==> config.mk <==
export PLATFORM = sky130hd
export DESIGN_NAME = adc_result_dma
export DESIGN_NICKNAME = d
export VERILOG_FILES = /design/src/logic/adc_dma_pkg.sv /design/src/logic/adc_event_unit.sv /design/src/logic/adc_result_dma.sv
export VERILOG_INCLUDE_DIRS = /design/src /design/src/logic
export SDC_FILE = /design/constraint.sdc
export NUM_CORES = 1
export LEC_CHECK = 0
export BUFFER_PORTS_ARGS = -buffer_cell sky130_fd_sc_hd__buf_4
export CELL_PAD_IN_SITES_DETAIL_PLACEMENT = 1
export CELL_PAD_IN_SITES_GLOBAL_PLACEMENT = 2
export CORE_MARGIN = 5
export CORE_UTILIZATION = 31
export DETAILED_ROUTE_END_ITERATION = 10
export PLACE_DENSITY_LB_ADDON = 0.08
export SYNTH_ARGS = -nofsm -noshare
export SYNTH_HDL_FRONTEND = slang
export SYNTH_HIERARCHICAL = 1
export SYNTH_SLANG_ARGS = --single-unit
==> constraint.sdc <==
create_clock -name aclk -period 5.1 [get_ports aclk]
set_input_delay 1.02 -clock aclk [delete_from_list [all_inputs] [get_ports aclk]]
set_output_delay 1.02 -clock aclk [all_outputs]
set_load 0.005 [all_outputs]
==> src/logic/adc_dma_params.svh <==
// constants for the adc result dma and its event logic
// assumes inclusion by bare name from the design modules and the testbench
`ifndef ADC_DMA_PARAMS_SVH
`define ADC_DMA_PARAMS_SVH

// register byte addresses
`define OFS_EVENT_FLAGS    16'hA810
`define OFS_EVENT_ENABLES  16'hA850
`define OFS_DMA_CONFIG     16'hD010
`define OFS_DMA_STATUS     16'hD014
`define OFS_BUFFER_START   16'hD018
`define OFS_BUFFER_LENGTH  16'hD01C
`define OFS_WRITE_POINTER  16'hD020
`define OFS_RESULT_COUNT   16'hD024
`define OFS_TOP_ENABLE     16'hD028

// reset values
`define RST_BUFFER_START   32'h2000_0000
`define RST_ZERO           32'h0000_0000

// field positions
`define BIT_EV_OVERFLOW    4
`define BIT_EV_SATURATE    3
`define BIT_EV_FULL        2
`define BIT_EV_HALF        1
`define BIT_CFG_RESET      4
`define BIT_CFG_WRAP       1
`define BIT_CFG_LOAD       0
`define BIT_ST_OVERRUN     1
`define BIT_ST_ACTIVE      0
`define ADDR_MSB           13
`define LEN_MSB            12

// axi response codes
`define RESP_OKAY          2'h0
`define RESP_SLVERR        2'h2

`endif

==> src/logic/adc_dma_pkg.sv <==
// types for the adc result dma
// assumes adc_dma_params.svh sits on the include path
package adc_dma_pkg;
    // one result from the conversion engine
    typedef struct packed {
        logic        valid;      // result ready this cycle
        logic        saturated;  // gain correction clipped
        logic [15:0] data;       // corrected result
    } result_type;

    // one ram write request
    typedef struct packed {
        logic        we;         // write strobe
        logic [13:0] addr;       // byte address
        logic [15:0] data;       // halfword data
    } ram_wr_type;

    // transfer state
    typedef enum logic [0:0] {
        XFER_IDLE,
        XFER_RUN
    } xfer_state_type;
endpackage

==> src/logic/adc_event_unit.sv <==
// sticky event flags, enables and the merged interrupt
// assumes single clock, events are one-cycle pulses from the dma
`timescale 1ns/1ps
`include "adc_dma_params.svh"
module adc_event_unit (
    input  wire logic       aclk,        // system clock
    input  wire logic       aresetn,     // sync reset, active low
    input  wire logic [4:0] event_set,   // event pulses at flag positions
    input  wire logic [4:0] clear_mask,  // write-one-to-clear strobe
    input  wire logic [4:0] enable_bits, // per-source enables
    input  wire logic       top_enable,  // top-level gate on the merged interrupt
    output logic      [4:0] flags,       // sticky pending flags
    output logic            irq          // merged interrupt level
);
    ////////////////////////////////////////////////////////////////////////////
    // flags: set wins over a clear in the same cycle, bit0 never stored
    always_ff @(posedge aclk)
    begin
        if (!aresetn)
            flags <= 5'h00;
        else
            flags <= ((flags & ~clear_mask) | event_set) & 5'h1E;
    end

    ////////////////////////////////////////////////////////////////////////////
    // registered interrupt so the top output is a flop
    always_ff @(posedge aclk)
    begin
        if (!aresetn)
            irq <= 1'b0;
        else
            irq <= top_enable && |(flags & enable_bits & 5'h1E);
    end

    AST_IRQ_NEEDS_ENABLE: assert property (@(posedge aclk) disable iff (!aresetn)
        irq |-> $past(top_enable) && |($past(flags) & $past(enable_bits)))
        else $error("interrupt without enabled pending flag");

    AST_W1C_CLEARS: assert property (@(posedge aclk) disable iff (!aresetn)
        (clear_mask[`BIT_EV_FULL] && !event_set[`BIT_EV_FULL])
        |=> !flags[`BIT_EV_FULL])
        else $error("full flag not cleared by write one");

    AST_SET_WINS: assert property (@(posedge aclk) disable iff (!aresetn)
        event_set[`BIT_EV_OVERFLOW] |=> flags[`BIT_EV_OVERFLOW])
        else $error("overflow event lost");

    AST_SAT_FLAG: assert property (@(posedge aclk) disable iff (!aresetn)
        event_set[`BIT_EV_SATURATE] |=> flags[`BIT_EV_SATURATE])
        else $error("saturation event lost");
endmodule // adc_event_unit

==> src/logic/adc_result_dma.sv <==
// adc result buffer dma with axi4-lite registers and event logic
// assumes results arrive as one-cycle pulses; ram write takes one cycle
`timescale 1ns/1ps
`include "adc_dma_params.svh"
module adc_result_dma (
    input  wire logic                    aclk,       // system clock
    input  wire logic                    aresetn,    // sync reset, active low
    // axi4-lite slave
    input  wire logic [15:0]             awaddr,     // write address
    input  wire logic                    awvalid,    // write address valid
    output logic                         awready,    // write address ready
    input  wire logic [31:0]             wdata,      // write data
    input  wire logic [3:0]              wstrb,      // byte enables
    input  wire logic                    wvalid,     // write data valid
    output logic                         wready,     // write data ready
    output logic [1:0]                   bresp,      // write response
    output logic                         bvalid,     // write response valid
    input  wire logic                    bready,     // write response ready
    input  wire logic [15:0]             araddr,     // read address
    input  wire logic                    arvalid,    // read address valid
    output logic                         arready,    // read address ready
    output logic [31:0]                  rdata,      // read data
    output logic [1:0]                   rresp,      // read response
    output logic                         rvalid,     // read data valid
    input  wire logic                    rready,     // read data ready
    // conversion engine and ram
    input  wire adc_dma_pkg::result_type result_in,  // result stream
    output adc_dma_pkg::ram_wr_type      ram_wr_ff,  // ram write port
    output logic                         irq_ff      // merged interrupt
);
    ////////////////////////////////////////////////////////////////////////////
    // registers
    logic [13:0] start_ff;       // buffer start, bit0 zero
    logic [12:0] length_ff;      // length in entries
    logic [13:1] cur_ff;         // next halfword address
    logic [12:0] count_ff;       // stored results
    logic        wrap_ff;        // wrap mode select
    logic        overrun_ff;     // transfer overrun status
    logic [4:0]  enables_ff;     // event enables
    logic        top_en_ff;      // top-level gate on the merged interrupt
    adc_dma_pkg::xfer_state_type state_ff; // transfer state
    logic [4:0]  flags;          // sticky flags from event unit
    logic        irq;            // merged interrupt from event unit

    // write channel latches
    logic        aw_hold_ff;     // address taken
    logic        w_hold_ff;      // data taken
    logic [15:0] waddr_ff;       // latched address
    logic [31:0] wdata_ff;       // latched data
    logic [3:0]  wstrb_ff;       // latched strobes

    // decoded strobes
    logic        wr_go;          // both halves present
    logic [4:0]  nxt_clear;      // flag clear mask
    logic [4:0]  nxt_events;     // event pulses
    logic        cfg_load;       // load strobe
    logic        cfg_reset;      // dma reset strobe
    logic        store;          // result accepted

    function automatic logic hit(input logic [15:0] a, input logic [15:0] ofs);
        hit = (a[15:2] == ofs[15:2]);
    endfunction

    assign wr_go     = aw_hold_ff && w_hold_ff && !bvalid;
    assign cfg_load  = wr_go && hit(waddr_ff, `OFS_DMA_CONFIG) && wstrb_ff[0]
                       && wdata_ff[`BIT_CFG_LOAD];
    assign cfg_reset = wr_go && hit(waddr_ff, `OFS_DMA_CONFIG) && wstrb_ff[0]
                       && wdata_ff[`BIT_CFG_RESET];
    assign nxt_clear = (wr_go && hit(waddr_ff, `OFS_EVENT_FLAGS) && wstrb_ff[0])
                       ? wdata_ff[4:0] : 5'h00;
    assign store     = result_in.valid && state_ff == adc_dma_pkg::XFER_RUN;

    ////////////////////////////////////////////////////////////////////////////
    // axi write channel: address and data taken in either order
    // ready flops mirror an empty slot, so every bus output is a register
    always_ff @(posedge aclk)
    begin
        if (!aresetn)
        begin
            aw_hold_ff <= 1'b0;
            w_hold_ff  <= 1'b0;
            waddr_ff   <= 16'h0000;
            wdata_ff   <= 32'h0000_0000;
            wstrb_ff   <= 4'h0;
            awready    <= 1'b1;
            wready     <= 1'b1;
            bvalid     <= 1'b0;
            bresp      <= `RESP_OKAY;
        end
        else
        begin
            if (awvalid && awready)
            begin
                aw_hold_ff <= 1'b1;
                awready    <= 1'b0;
                waddr_ff   <= awaddr;
            end
            if (wvalid && wready)
            begin
                w_hold_ff <= 1'b1;
                wready    <= 1'b0;
                wdata_ff  <= wdata;
                wstrb_ff  <= wstrb;
            end
            if (wr_go)
            begin
                // commit and answer
                aw_hold_ff <= 1'b0;
                w_hold_ff  <= 1'b0;
                awready    <= 1'b1;
                wready     <= 1'b1;
                bvalid     <= 1'b1;
                bresp      <= (hit(waddr_ff, `OFS_EVENT_FLAGS) || hit(waddr_ff, `OFS_EVENT_ENABLES)
                    || hit(waddr_ff, `OFS_DMA_CONFIG) || hit(waddr_ff, `OFS_BUFFER_START)
                    || hit(waddr_ff, `OFS_BUFFER_LENGTH) || hit(waddr_ff, `OFS_TOP_ENABLE)
                    || hit(waddr_ff, `OFS_DMA_STATUS) || hit(waddr_ff, `OFS_WRITE_POINTER)
                    || hit(waddr_ff, `OFS_RESULT_COUNT)) ? `RESP_OKAY : `RESP_SLVERR;
            end
            else if (bvalid && bready)
                bvalid <= 1'b0;
        end
    end

    ////////////////////////////////////////////////////////////////////////////
    // software-written configuration
    always_ff @(posedge aclk)
    begin
        if (!aresetn)
        begin
            start_ff   <= 14'(`RST_BUFFER_START);
            length_ff  <= 13'h0000;
            wrap_ff    <= 1'b0;
            enables_ff <= 5'h00;
            top_en_ff  <= 1'b0;
        end
        else if (wr_go && wstrb_ff[0])
        begin
            if (hit(waddr_ff, `OFS_BUFFER_START))
                start_ff <= {wdata_ff[13:1], 1'b0};
            if (hit(waddr_ff, `OFS_BUFFER_LENGTH))
                length_ff <= wdata_ff[12:0];
            if (hit(waddr_ff, `OFS_DMA_CONFIG))
                wrap_ff <= wdata_ff[`BIT_CFG_WRAP];
            if (hit(waddr_ff, `OFS_EVENT_ENABLES))
                enables_ff <= wdata_ff[4:0] & 5'h1E;
            if (hit(waddr_ff, `OFS_TOP_ENABLE))
                top_en_ff <= wdata_ff[0];
        end
    end

    ////////////////////////////////////////////////////////////////////////////
    // transfer engine: pointer, counter, mode
    always_ff @(posedge aclk)
    begin
        if (!aresetn)
        begin
            state_ff   <= adc_dma_pkg::XFER_IDLE;
            cur_ff     <= 13'h0000;
            count_ff   <= 13'h0000;
            overrun_ff <= 1'b0;
            ram_wr_ff  <= '0;
        end
        else
        begin
            ram_wr_ff.we <= 1'b0;
            if (cfg_reset)
            begin
                state_ff   <= adc_dma_pkg::XFER_IDLE;
                overrun_ff <= 1'b0;
            end
            else if (cfg_load)
            begin
                state_ff <= adc_dma_pkg::XFER_RUN;
                cur_ff   <= start_ff[13:1];
                count_ff <= 13'h0000;
            end
            else
            begin
                if (result_in.valid && state_ff != adc_dma_pkg::XFER_RUN)
                    overrun_ff <= 1'b1;
                case (state_ff)
                    adc_dma_pkg::XFER_IDLE: ;
                    adc_dma_pkg::XFER_RUN:
                        if (store)
                        begin
                            ram_wr_ff.we   <= 1'b1;
                            ram_wr_ff.addr <= {cur_ff, 1'b0};
                            ram_wr_ff.data <= result_in.data;
                            count_ff       <= count_ff + 13'h0001;
                            if (count_ff + 13'h0001 >= length_ff)
                            begin
                                if (wrap_ff)
                                begin
                                    cur_ff   <= start_ff[13:1];
                                    count_ff <= 13'h0000;
                                end
                                else
                                    state_ff <= adc_dma_pkg::XFER_IDLE;
                            end
                            else
                                cur_ff <= cur_ff + 13'h0001;
                        end
                    default: state_ff <= adc_dma_pkg::XFER_IDLE;
                endcase
            end
        end
    end

    // event pulses; half and full compare the count after this store
    always_comb
    begin
        nxt_events = 5'h00;
        nxt_events[`BIT_EV_OVERFLOW] = result_in.valid && !store;
        nxt_events[`BIT_EV_SATURATE] = result_in.valid && result_in.saturated;
        nxt_events[`BIT_EV_FULL] = store && (count_ff + 13'h0001 == length_ff);
        nxt_events[`BIT_EV_HALF] = store
            && (count_ff + 13'h0001 == {1'b0, length_ff[12:1]});
    end

    ////////////////////////////////////////////////////////////////////////////
    // event flags and interrupt merge
    adc_event_unit u_events (
        .aclk        (aclk),
        .aresetn     (aresetn),
        .event_set   (nxt_events),
        .clear_mask  (nxt_clear),
        .enable_bits (enables_ff),
        .top_enable  (top_en_ff),
        .flags       (flags),
        .irq         (irq)
    );

    always_ff @(posedge aclk)
    begin
        if (!aresetn)
            irq_ff <= 1'b0;
        else
            irq_ff <= irq;
    end

    ////////////////////////////////////////////////////////////////////////////
    // axi read channel, one cycle after the address
    always_ff @(posedge aclk)
    begin
        if (!aresetn)
        begin
            rvalid  <= 1'b0;
            arready <= 1'b1;
            rdata  <= 32'h0000_0000;
            rresp  <= `RESP_OKAY;
        end
        else if (arvalid && arready)
        begin
            rvalid  <= 1'b1;
            arready <= 1'b0;
            rresp  <= `RESP_OKAY;
            if (hit(araddr, `OFS_EVENT_FLAGS))
                rdata <= {27'h0, flags};
            else if (hit(araddr, `OFS_EVENT_ENABLES))
                rdata <= {27'h0, enables_ff};
            else if (hit(araddr, `OFS_DMA_CONFIG))
                rdata <= {30'h0, wrap_ff, 1'b0};
            else if (hit(araddr, `OFS_DMA_STATUS))
                rdata <= {30'h0, overrun_ff, state_ff == adc_dma_pkg::XFER_RUN};
            else if (hit(araddr, `OFS_BUFFER_START))
                rdata <= {18'h0, start_ff};
            else if (hit(araddr, `OFS_BUFFER_LENGTH))
                rdata <= {19'h0, length_ff};
            else if (hit(araddr, `OFS_WRITE_POINTER))
                rdata <= {18'h0, cur_ff, 1'b0};
            else if (hit(araddr, `OFS_RESULT_COUNT))
                rdata <= {19'h0, count_ff};
            else if (hit(araddr, `OFS_TOP_ENABLE))
                rdata <= {31'h0, top_en_ff};
            else
            begin
                rdata <= 32'h0000_0000;
                rresp <= `RESP_SLVERR;
            end
        end
        else if (rvalid && rready)
        begin
            rvalid  <= 1'b0;
            arready <= 1'b1;
        end
    end

    ////////////////////////////////////////////////////////////////////////////
    // checks
    AST_LINEAR_STOPS: assert property (@(posedge aclk) disable iff (!aresetn)
        (store && !wrap_ff && count_ff + 13'h0001 >= length_ff && !cfg_load && !cfg_reset)
        |=> state_ff == adc_dma_pkg::XFER_IDLE)
        else $error("linear transfer did not stop when full");

    AST_ADVANCE: assert property (@(posedge aclk) disable iff (!aresetn)
        (store && count_ff + 13'h0001 < length_ff && !cfg_load && !cfg_reset)
        |=> cur_ff == $past(cur_ff) + 13'h0001 && count_ff == $past(count_ff) + 13'h0001)
        else $error("pointer or count did not advance");

    AST_START_EVEN: assert property (@(posedge aclk) disable iff (!aresetn)
        !start_ff[0])
        else $error("buffer start odd");

    AST_FULL_EVENT: assert property (@(posedge aclk) disable iff (!aresetn)
        (store && count_ff + 13'h0001 == length_ff) |=> flags[`BIT_EV_FULL])
        else $error("full flag not raised");

    AST_HALF_EVENT: assert property (@(posedge aclk) disable iff (!aresetn)
        (store && count_ff + 13'h0001 == {1'b0, length_ff[12:1]})
        |=> flags[`BIT_EV_HALF])
        else $error("half flag not raised");

    AST_OVF_IDLE: assert property (@(posedge aclk) disable iff (!aresetn)
        (result_in.valid && state_ff == adc_dma_pkg::XFER_IDLE)
        |=> flags[`BIT_EV_OVERFLOW])
        else $error("overflow not flagged when idle");
endmodule // adc_result_dma

==> run_results.csv, run 1 <==
group,metric,value,unit
status,outcome,"complete, no violations",
clock_network,clock_latency,0.43,ns
clock_network,cts.clk_slew.worst_paths,0.07,ns
clock_network,h-tree-depth,4,
sta,fin_crit_sh,77.31,%
power,p_int,1.983,mW
placed_design,place_area,0.008351,mm²
flow_run,max_cap_violations,0,
worst_setup_path,endpoint,"cur_ff[6]",
power,p_per_area,296.4,mW/mm²
worst_setup_path,worstSetupStartpointType,"register",
clock_network,cts.sinks,148,
worst_setup_path,r2r_start,"count_ff[0]",
power,ir_drop,0.1758,mV
cells_and_area,area_growth,22.73,%
sta,slew_headroom,36.56,%
placed_design,dp_hpwl,17.72,mm
cells_and_area,final.fill_count,2827,
logic_synthesis,synth.avg_cell_area,8.206,µm²
clock_network,numCtsBuffers,17,
floorplanning,placementRows,56,
detailed_routing,vias,6560,
floorplanning,ioPinCount,166,
hold_path,hold_path.class,"reg -> reg",
clock_network,cts_tree,"built",
worst_setup_path,crit_path_end_kind,"register",
sta,clock_skew,0.01089,ns
logic_synthesis,yosys_warnings,6,
clock_network,ctsResizeCount,0,
global_routing,met2_usage,28.28,%
cells_and_area,final_util,38.33,%
global_routing,grt_pass1_wl,38.34,mm
detailed_routing,wl_per_cell,18.45,µm
floorplanning,die_area,0.02667,mm²
sta,hold_viol,0,
global_routing,met3_usage,4.315,%
sta,min_period,3.943,ns
sta,worst_pin_slew,0.9464,ns
detailed_routing,drc,0,
clock_network,post-cts-setup-buffers,0,
logic_synthesis,netlist_instances,888,
cells_and_area,drive_gt1_share,19.88,%
power,switching_share,25.18,%
worst_setup_path,critical_path.startpoint,"count_ff[0]",
clock_network,cts_hold_buf,0,
worst_setup_path,path_max_fanout,24,
sta,rsz0062_at_grt,"no",
sta,setup_viol,0,
power,combPwrFrac,5.7,%
detailed_routing,first_iter_violations,354,
sta,fmax,253.6,MHz
cells_and_area,final_nets,1091,
global_routing,grtUsageTotal,18.37,%
worst_setup_path,reg2reg_depth,13,
worst_setup_path,rrSetupSlack,1.16,ns
global_routing,grt-ovfl-total,0,
placed_design,gp_congestion,0.8535,
floorplanning,die_width,163.3,µm
cells_and_area,diodes,0,
sta,setup_tns,0,ns
global_routing,grt_max_degree,83,
logic_synthesis,syn-cell-area,0.007287,mm²
global_routing,grt_pass1_vias,6730,
global_routing,gr-usage-met1,26.01,%
worst_setup_path,cp.required,5.42,ns
clock_network,clockRootBuffer,"clkbuf_16",
detailed_routing,viasPerCell,4.989,
power,power.leakage,3.429,nW
worst_setup_path,reg2reg_to,"cur_ff[6]",
power,p_clk_share,48.9,%
global_routing,grt_antenna_before_repair,1,
global_routing,top_usage_layer,"met2",
sta,slew_viol_final,0,
placed_design,portBuffers,119,
clock_network,clk_path_buf_depth,2,
worst_setup_path,cp_data_arrival_time,4.26,ns
floorplanning,initial_core_util,31.23,%
floorplanning,dieHeight,163.3,µm
worst_setup_path,criticalPathCategory,"reg -> reg",
power,p_seq_share,45.3,%
cells_and_area,final_area,0.008944,mm²
detailed_routing,wl,24.26,mm
detailed_routing,dr.pass1.iters,5,
power,p_sw,0.6676,mW
detailed_routing,ant_nets,0,
floorplanning,core,0.02333,mm²
[area by class of cell]
class / count / area [µm²] / share of cell area, %
Tap cell: 319 / 399.1 / 4.463
Inverter: 21 / 80.08 / 0.8954
Clock buffer: 17 / 425.4 / 4.757
Sequential cell: 148 / 2963 / 33.13
Multi-Input combinational cell: 666 / 3940 / 44.05
Clock inverter: 15 / 167.7 / 1.875
Timing Repair Buffer: 129 / 968.4 / 10.83
[sequential cells by signal, summed over array words and instances (netlist names), 4 cells and up]
name and cells:
wdata_ff 14, enables_ff 4, count_ff 13, ram_wr_ff 30
start_ff 13, rdata 14, length_ff 13, u_events/flags 4
waddr_ff 14, cur_ff 13
[worst min path at each step]
stage                 startpoint     end  slack [ns]  depth (start not counted)
finish              u_events/irq  irq_ff        0.44                          1
global route        u_events/irq  irq_ff        0.46                          1
CTS                 u_events/irq  irq_ff        0.45                          1
detailed placement  u_events/irq  irq_ff        0.43                          1
global placement    u_events/irq  irq_ff        0.43                          1
floorplan           u_events/irq  irq_ff        0.41                          1
[worst max-delay path, stage by stage, from the launching register on]
cell and delay [ns]:
dfxtp_1 0.50, ha_1 0.36, nand2_1 0.14, nor3_1 0.22
buf_4 0.19, xor2_1 0.16, ha_1 0.28, a2111oi_0 0.36
o21ai_1 0.14, a211o_1 0.39, nor3b_2 0.17, buf_4 0.31
mux2_2 0.38, a32o_1 0.21
[cells in the final DEF, fill, tap and decap left out, drive strengths merged, types with 7 or more instances in the layout]
| cell type | n |
|---|---|
| a32o | 17 |
| ha | 15 |
| nand2b | 11 |
| clkbuf | 17 |
| mux2 | 13 |
| conb | 22 |
| nor2b | 8 |
| mux2i | 12 |
| a211o | 12 |
| nand2 | 209 |
| a21oi | 101 |
| buf | 129 |
| xor2 | 13 |
| xnor2 | 9 |
| nand3 | 21 |
| nand4 | 8 |
| inv | 28 |
| o21ai | 29 |
| a222oi | 7 |
| nor2 | 39 |
| nor3 | 16 |
| dfxtp | 148 |
| and2 | 13 |
| a21boi | 8 |
[power by group through the flow]
stage               clock (mW)  sequential, mW  combinational (mW)
floorplan                    0            1.22              0.0912
global placement             0            1.23               0.153
CTS                       1.34            1.20               0.155
global route              1.38            1.21               0.170
finish                    1.30            1.20               0.152
detailed placement           0            1.23               0.155
[per-layer routing]
layer	wire length, µm	vias up	part of all wire, %
met5	0	-	0
met4	348	0	1.4
met3	1215	21	5.0
met2	10650	149	44
met1	12040	3127	50
li1	-	3263	-
[per-stage QoR]
| step | std cells | worst slack [ns] | total power [mW] | hold slack, ns |
|---|---|---|---|---|
| 3_3_place_gp | 1283 | 1.236 | 1.381 | 0.4312 |
| 4_1_cts | 1315 | 1.167 | 2.694 | 0.4459 |
| 5_1_grt | 1315 | 0.8916 | 2.757 | 0.4637 |
| 6_report | 1315 | 1.157 | 2.651 | 0.4408 |
| 2_1_floorplan | 908 | 1.503 | 1.311 | 0.4119 |
| 3_5_place_dp | 1283 | 1.199 | 1.384 | 0.4255 |
No activity file was read; power rests on OpenSTA's default activity.
==> run 2: changes to the inputs <==
- CORE_UTILIZATION: 31 -> 28
- clock period: 5.1 -> 3.4 ns (I/O delays scaled with it)
==> run_results.csv, run 2 (synthesis gave the netlist of run 1 again) <==
group,metric,value,unit
clock_network,clock_latency,0.43,ns
floorplanning,die_width,171.3,µm
worst_setup_path,crit_family,"compound AO/OA/AOI/OAI gates",
clock_network,h-tree-depth,4,
worst_setup_path,critPathMaxStageDelay,0.38,ns
sta,slew_headroom,47.58,%
sta,min_period,3.272,ns
worst_setup_path,path_max_fanout,13,
clock_network,clk_path_buf_depth,2,
detailed_routing,wl_per_cell,18.51,µm
status,outcome,"complete, no violations",
clock_network,cts.clk_slew.worst_paths,0.07,ns
detailed_routing,ant_nets,0,
global_routing,grtUsageTotal,17.40,%
sta,slew_viol_final,0,
cells_and_area,largest_register_ffs,30,
clock_network,clockRootBuffer,"clkbuf_16",
placed_design,post-place-ws,-0.08338,ns
cells_and_area,area_growth,29.36,%
sta,fmax,305.7,MHz
power,power.leakage,3.717,nW
clock_network,cts.sinks,148,
global_routing,grt_max_degree,38,
floorplanning,die_area,0.02935,mm²
worst_setup_path,crit_path_top_delay_cell,"a211o_1",
global_routing,grt_antenna_before_repair,0,
sta,fin_crit_sh,96.23,%
floorplanning,placementRows,59,
detailed_routing,first_iter_violations,345,
cells_and_area,fin_cells,1379,
power,p_per_area,413.8,mW/mm²
placed_design,portBuffers,119,
floorplanning,core,0.02584,mm²
detailed_routing,viasPerCell,4.914,
worst_setup_path,cp_cell_sequence,"ha_1 -> buf_4 -> nand3_1 -> xnor2_1 -> ha_1 -> a211oi_1 -> o21ai_1 -> a211o_1 -> o221a_2 -> buf_12 -> a211o_1 -> a32o_1",
global_routing,grt_pass1_vias,6923,
detailed_routing,dr.pass1.iters,6,
detailed_routing,wl,25.53,mm
cells_and_area,layout_commonest_cell,"nand2_1",
power,finalPower,3.901,mW
placed_design,gp_congestion,0.8284,
worst_setup_path,worstSetupStartpointType,"register",
floorplanning,dieHeight,171.3,µm
sta,rsz0062_at_grt,"yes",
worst_setup_path,cp.required,3.72,ns
cells_and_area,top_register,"ram_wr_ff",
cells_and_area,layout_common_cells,"209 x nand2_1, 174 x buf_4, 142 x dfxtp_1",
sta,setup_viol,0,
worst_setup_path,crit_path_end_kind,"register",
global_routing,grt-ovfl-total,0,
worst_setup_path,criticalPathCategory,"reg -> reg",
placed_design,dp_hpwl,19.18,mm
cells_and_area,final_nets,1139,
placed_design,dp_cells,1345,
detailed_routing,vias,6777,
clock_network,cts_hold_buf,0,
floorplanning,ioPinCount,166,
flow_run,max_cap_violations,0,
cells_and_area,final_util,36.48,%
worst_setup_path,path_buf_inv,2,
hold_path,hold_path.class,"reg -> reg",
sta,hold_viol,0,
sta,fin_hold_ws,0.4346,ns
global_routing,grt_pass1_wl,39.95,mm
power,ir_drop,0.2240,mV
worst_setup_path,cp_data_arrival_time,3.59,ns
sta,worst_pin_slew,0.7834,ns
cells_and_area,drive_gt1_share,24.71,%
clock_network,numCtsBuffers,17,
clock_network,cts_tree,"built",
sta,clock_skew,0.01618,ns
cells_and_area,diodes,0,
floorplanning,initial_core_util,28.20,%
sta,fin_ws,0.1283,ns
detailed_routing,drc,0,
==> run 2: changes by cell type in the layout (fill, tap and decap cells not counted), sizes merged <==
cell	change
clkinv	+3
bufinv	-1
clkbuf	+1
inv	-3
buf	+48
==> run 2: area by class of cell <==
cell class / instances / area (µm²)
repair buffers: 177 / 1358
inverters: 21 / 80.08
flip-flops and latches: 148 / 2970
fillers: 3090 / 16410
well taps: 335 / 419.2
clock inverters: 14 / 146.4
clock buffers: 18 / 429.2
multi-input cells: 666 / 4024
==> run 2: repair_timing <==
action	in CTS	in global routing
resized for setup	3	22
pin swaps	0	5
buffers inserted	0	1
setup endpoints to repair	25	26
gates cloned	0	1
hold endpoints to repair	0	0
==> run 2: final timing paths <==
path                                    from    endpoint  slack, ns  cells past startpoint
worst max-delay path             count_ff[0]  cur_ff[12]       0.13                     12
worst min-delay path            u_events/irq      irq_ff       0.43                      1
worst max register to register   count_ff[0]  cur_ff[12]       0.13                     12
worst min register to register  u_events/irq      irq_ff       0.43                      1
==> run 2: per-stage QoR <==
stage	setup TNS (ns)	cell area (µm²)
after floorplan	0	7380
after global placement	-1.835	8748
after detailed placement	-0.7361	8748
after CTS	0	9340
after global routing	-0.08623	9427
final	0	9427
==> run 2: power by group <==
part	internal (mW)	total (mW)	switching (mW)	leakage (nW)
Clock	1.03	1.86	0.835	0.278
Sequential	1.77	1.80	0.0342	1.20
Combinational	0.107	0.233	0.126	2.24
==> run 2: layer usage <==
layer / wire length [µm] / global-route usage [%] / up-vias
met5: 0 / 0 / -
met4: 408 / 4.650 / 0
met3: 1223 / 3.447 / 32
met2: 11430 / 27.25 / 140
met1: 12460 / 24.56 / 3252
li1: - / - / 3353
==> run 2: worst reg2reg max path, stage by stage, from the launching register on <==
cell	delay [ns]
dfxtp_2	0.37
ha_1	0.20
buf_4	0.15
nand3_1	0.16
xnor2_1	0.26
ha_1	0.29
a211oi_1	0.24
o21ai_1	0.12
a211o_1	0.38
o221a_2	0.33
buf_12	0.16
a211o_1	0.27
a32o_1	0.25
==> run 3: changes to the inputs <==
- CORE_ASPECT_RATIO: not set -> 0.5
- CORE_UTILIZATION: 28 -> 34
- clock period: 3.4 -> 3.85 ns (I/O delays scaled with it)
==> run_results.csv, run 3 (synthesis gave the netlist of run 1 again) <==
group,metric,value,unit
cells_and_area,final_util,43.61,%
floorplanning,initial_core_util,35.06,%
clock_network,cts_tree,"built",
worst_setup_path,crit_path_end_kind,"register",
power,p_seq_share,45.9,%
cells_and_area,largest_register_ffs,30,
power,p_int,2.648,mW
clock_network,clockRootBuffer,"clkbuf_16",
global_routing,grt_antenna_before_repair,0,
sta,min_period,3.695,ns
global_routing,grt_pass1_wl,40.01,mm
power,switching_share,23.84,%
detailed_routing,first_iter_violations,406,
clock_network,cts.sinks,148,
global_routing,grtUsageTotal,20.86,%
hold_path,hold_path.class,"reg -> reg",
sta,fin_hold_ws,0.4342,ns
floorplanning,core,0.02079,mm²
placed_design,dp_cells,1259,
detailed_routing,drc,0,
global_routing,grt_max_degree,69,
sta,clock_skew,0.01210,ns
placed_design,dp_hpwl,19.31,mm
sta,slew_viol_final,0,
clock_network,ctsResizeCount,0,
cells_and_area,diodes,0,
sta,worst_pin_slew,0.9946,ns
cells_and_area,layout_commonest_cell,"nand2_1",
sta,rsz0062_at_grt,"no",
placed_design,post-place-ws,0.1523,ns
floorplanning,die_area,0.02464,mm²
global_routing,grt-ovfl-total,0,
worst_setup_path,reg2reg_depth,12,
worst_setup_path,reg2reg_to,"cur_ff[1]",
floorplanning,die_width,217.0,µm
power,ir_drop,0.2372,mV
detailed_routing,wl_met2,10.59,mm
power,combPwrFrac,5.9,%
clock_network,clk_path_buf_depth,2,
floorplanning,placementRows,37,
worst_setup_path,rrSetupSlack,0.16,ns
power,power.leakage,3.538,nW
detailed_routing,viasPerCell,5.304,
placed_design,gp_congestion,0.8832,
detailed_routing,ant_nets,0,
sta,setup_viol,0,
sta,fin_crit_sh,95.96,%
power,p_per_area,383.6,mW/mm²
worst_setup_path,path_max_fanout,15,
worst_setup_path,worstSetupStartpointType,"register",
detailed_routing,wl_met3,1.314,mm
detailed_routing,wl,25.48,mm
clock_network,post-cts-setup-buffers,0,
power,p_sw,0.8290,mW
floorplanning,ioPinCount,166,
hold_path,whs_path_depth,1,
cells_and_area,drive_gt1_share,21.41,%
cells_and_area,top_register,"ram_wr_ff",
flow_run,max_cap_violations,0,
sta,setup_tns,0,ns
worst_setup_path,cp.required,4.17,ns
sta,slew_headroom,33.33,%
worst_setup_path,r2r_start,"count_ff[8]",
cells_and_area,layout_common_cells,"209 x nand2_1, 150 x buf_4, 148 x dfxtp_1",
cells_and_area,final_nets,1113,
clock_network,h-tree-depth,4,
detailed_routing,vias,6848,
detailed_routing,wl_met1,13.29,mm
cells_and_area,fin_cells,1291,
clock_network,cts_hold_buf,0,
detailed_routing,wl_per_cell,19.74,µm
clock_network,cts.clk_slew.worst_paths,0.06,ns
clock_network,numCtsBuffers,17,
cells_and_area,area_growth,24.40,%
global_routing,grt_pass1_vias,6860,
sta,fin_ws,0.1554,ns
worst_setup_path,criticalPathCategory,"reg -> reg",
hold_path,hold_path_startpoint,"u_events/irq",
clock_network,clock_latency,0.44,ns
detailed_routing,dr.pass1.iters,5,
worst_setup_path,cp_data_arrival_time,4.01,ns
status,outcome,"complete, no violations",
sta,hold_viol,0,
floorplanning,dieHeight,113.5,µm
sta,fmax,270.7,MHz
detailed_routing,highest_layer,"met4",
power,p_clk_share,48.2,%
hold_path,hold_path_end,"irq_ff",
placed_design,portBuffers,119,
==> run 3: cell count changes in the layout (fill, tap and decap cells not counted), sizes merged <==
| cell | change |
|---|---|
| buf | -26 |
| clkbuf | +4 |
| inv | -2 |
| clkinv | -3 |
| bufinv | +1 |
==> run 3: routing by layer <==
layer,global-route usage (%),up-vias
li1,-,3300
met1,31.57,3395
met2,29.97,134
met3,3.898,19
met4,6.226,0
met5,0,-
==> run 3: layout make-up <==
type | count | area (µm²)
multi-input cells | 666 | 3948
repair buffers | 151 | 1146
clock buffers | 22 | 464.2
inverters | 21 | 78.83
well taps | 273 | 341.6
flip-flops and latches | 148 | 2963
fillers | 2511 | 11720
clock inverters | 10 | 123.9
==> run 3: how the worst max path moves through the flow <==
stage / to / startpoint / slack, ns
detailed placement: cur_ff[1] / count_ff[8] / 0.15
global route: cur_ff[1] / count_ff[8] / 0.04
CTS: cur_ff[1] / count_ff[8] / 0.10
floorplan: cur_ff[10] / count_ff[0] / 0.25
global placement: cur_ff[1] / count_ff[8] / 0.26
finish: cur_ff[1] / count_ff[8] / 0.16
==> run 3: power by group through the flow <==
stage / sequential [mW] / clock (mW) / combinational (mW)
after global routing: 1.60 / 1.78 / 0.228
final: 1.59 / 1.68 / 0.205
after detailed placement: 1.63 / 0 / 0.206
after floorplan: 1.62 / 0 / 0.121
after global placement: 1.63 / 0 / 0.202
after CTS: 1.59 / 1.72 / 0.208
==> run 3: critical path: stages (launching register included) <==
cell       delay [ns]
dfxtp_1          0.46
and3_1           0.22
and3_1           0.19
nand3_1          0.13
xor2_2           0.25
inv_1            0.08
ha_1             0.19
a2111oi_0        0.41
o21ai_1          0.16
a211o_1          0.42
o221a_2          0.43
or2_1            0.29
a311o_1          0.35
==> run 3: metrics by stage <==
| stage | cell area, µm² | total power [mW] |
|---|---|---|
| finish | 9065 | 3.477 |
| global route | 9065 | 3.608 |
| CTS | 9052 | 3.524 |
| detailed placement | 8464 | 1.835 |
| global placement | 8464 | 1.828 |
| floorplan | 7362 | 1.737 |
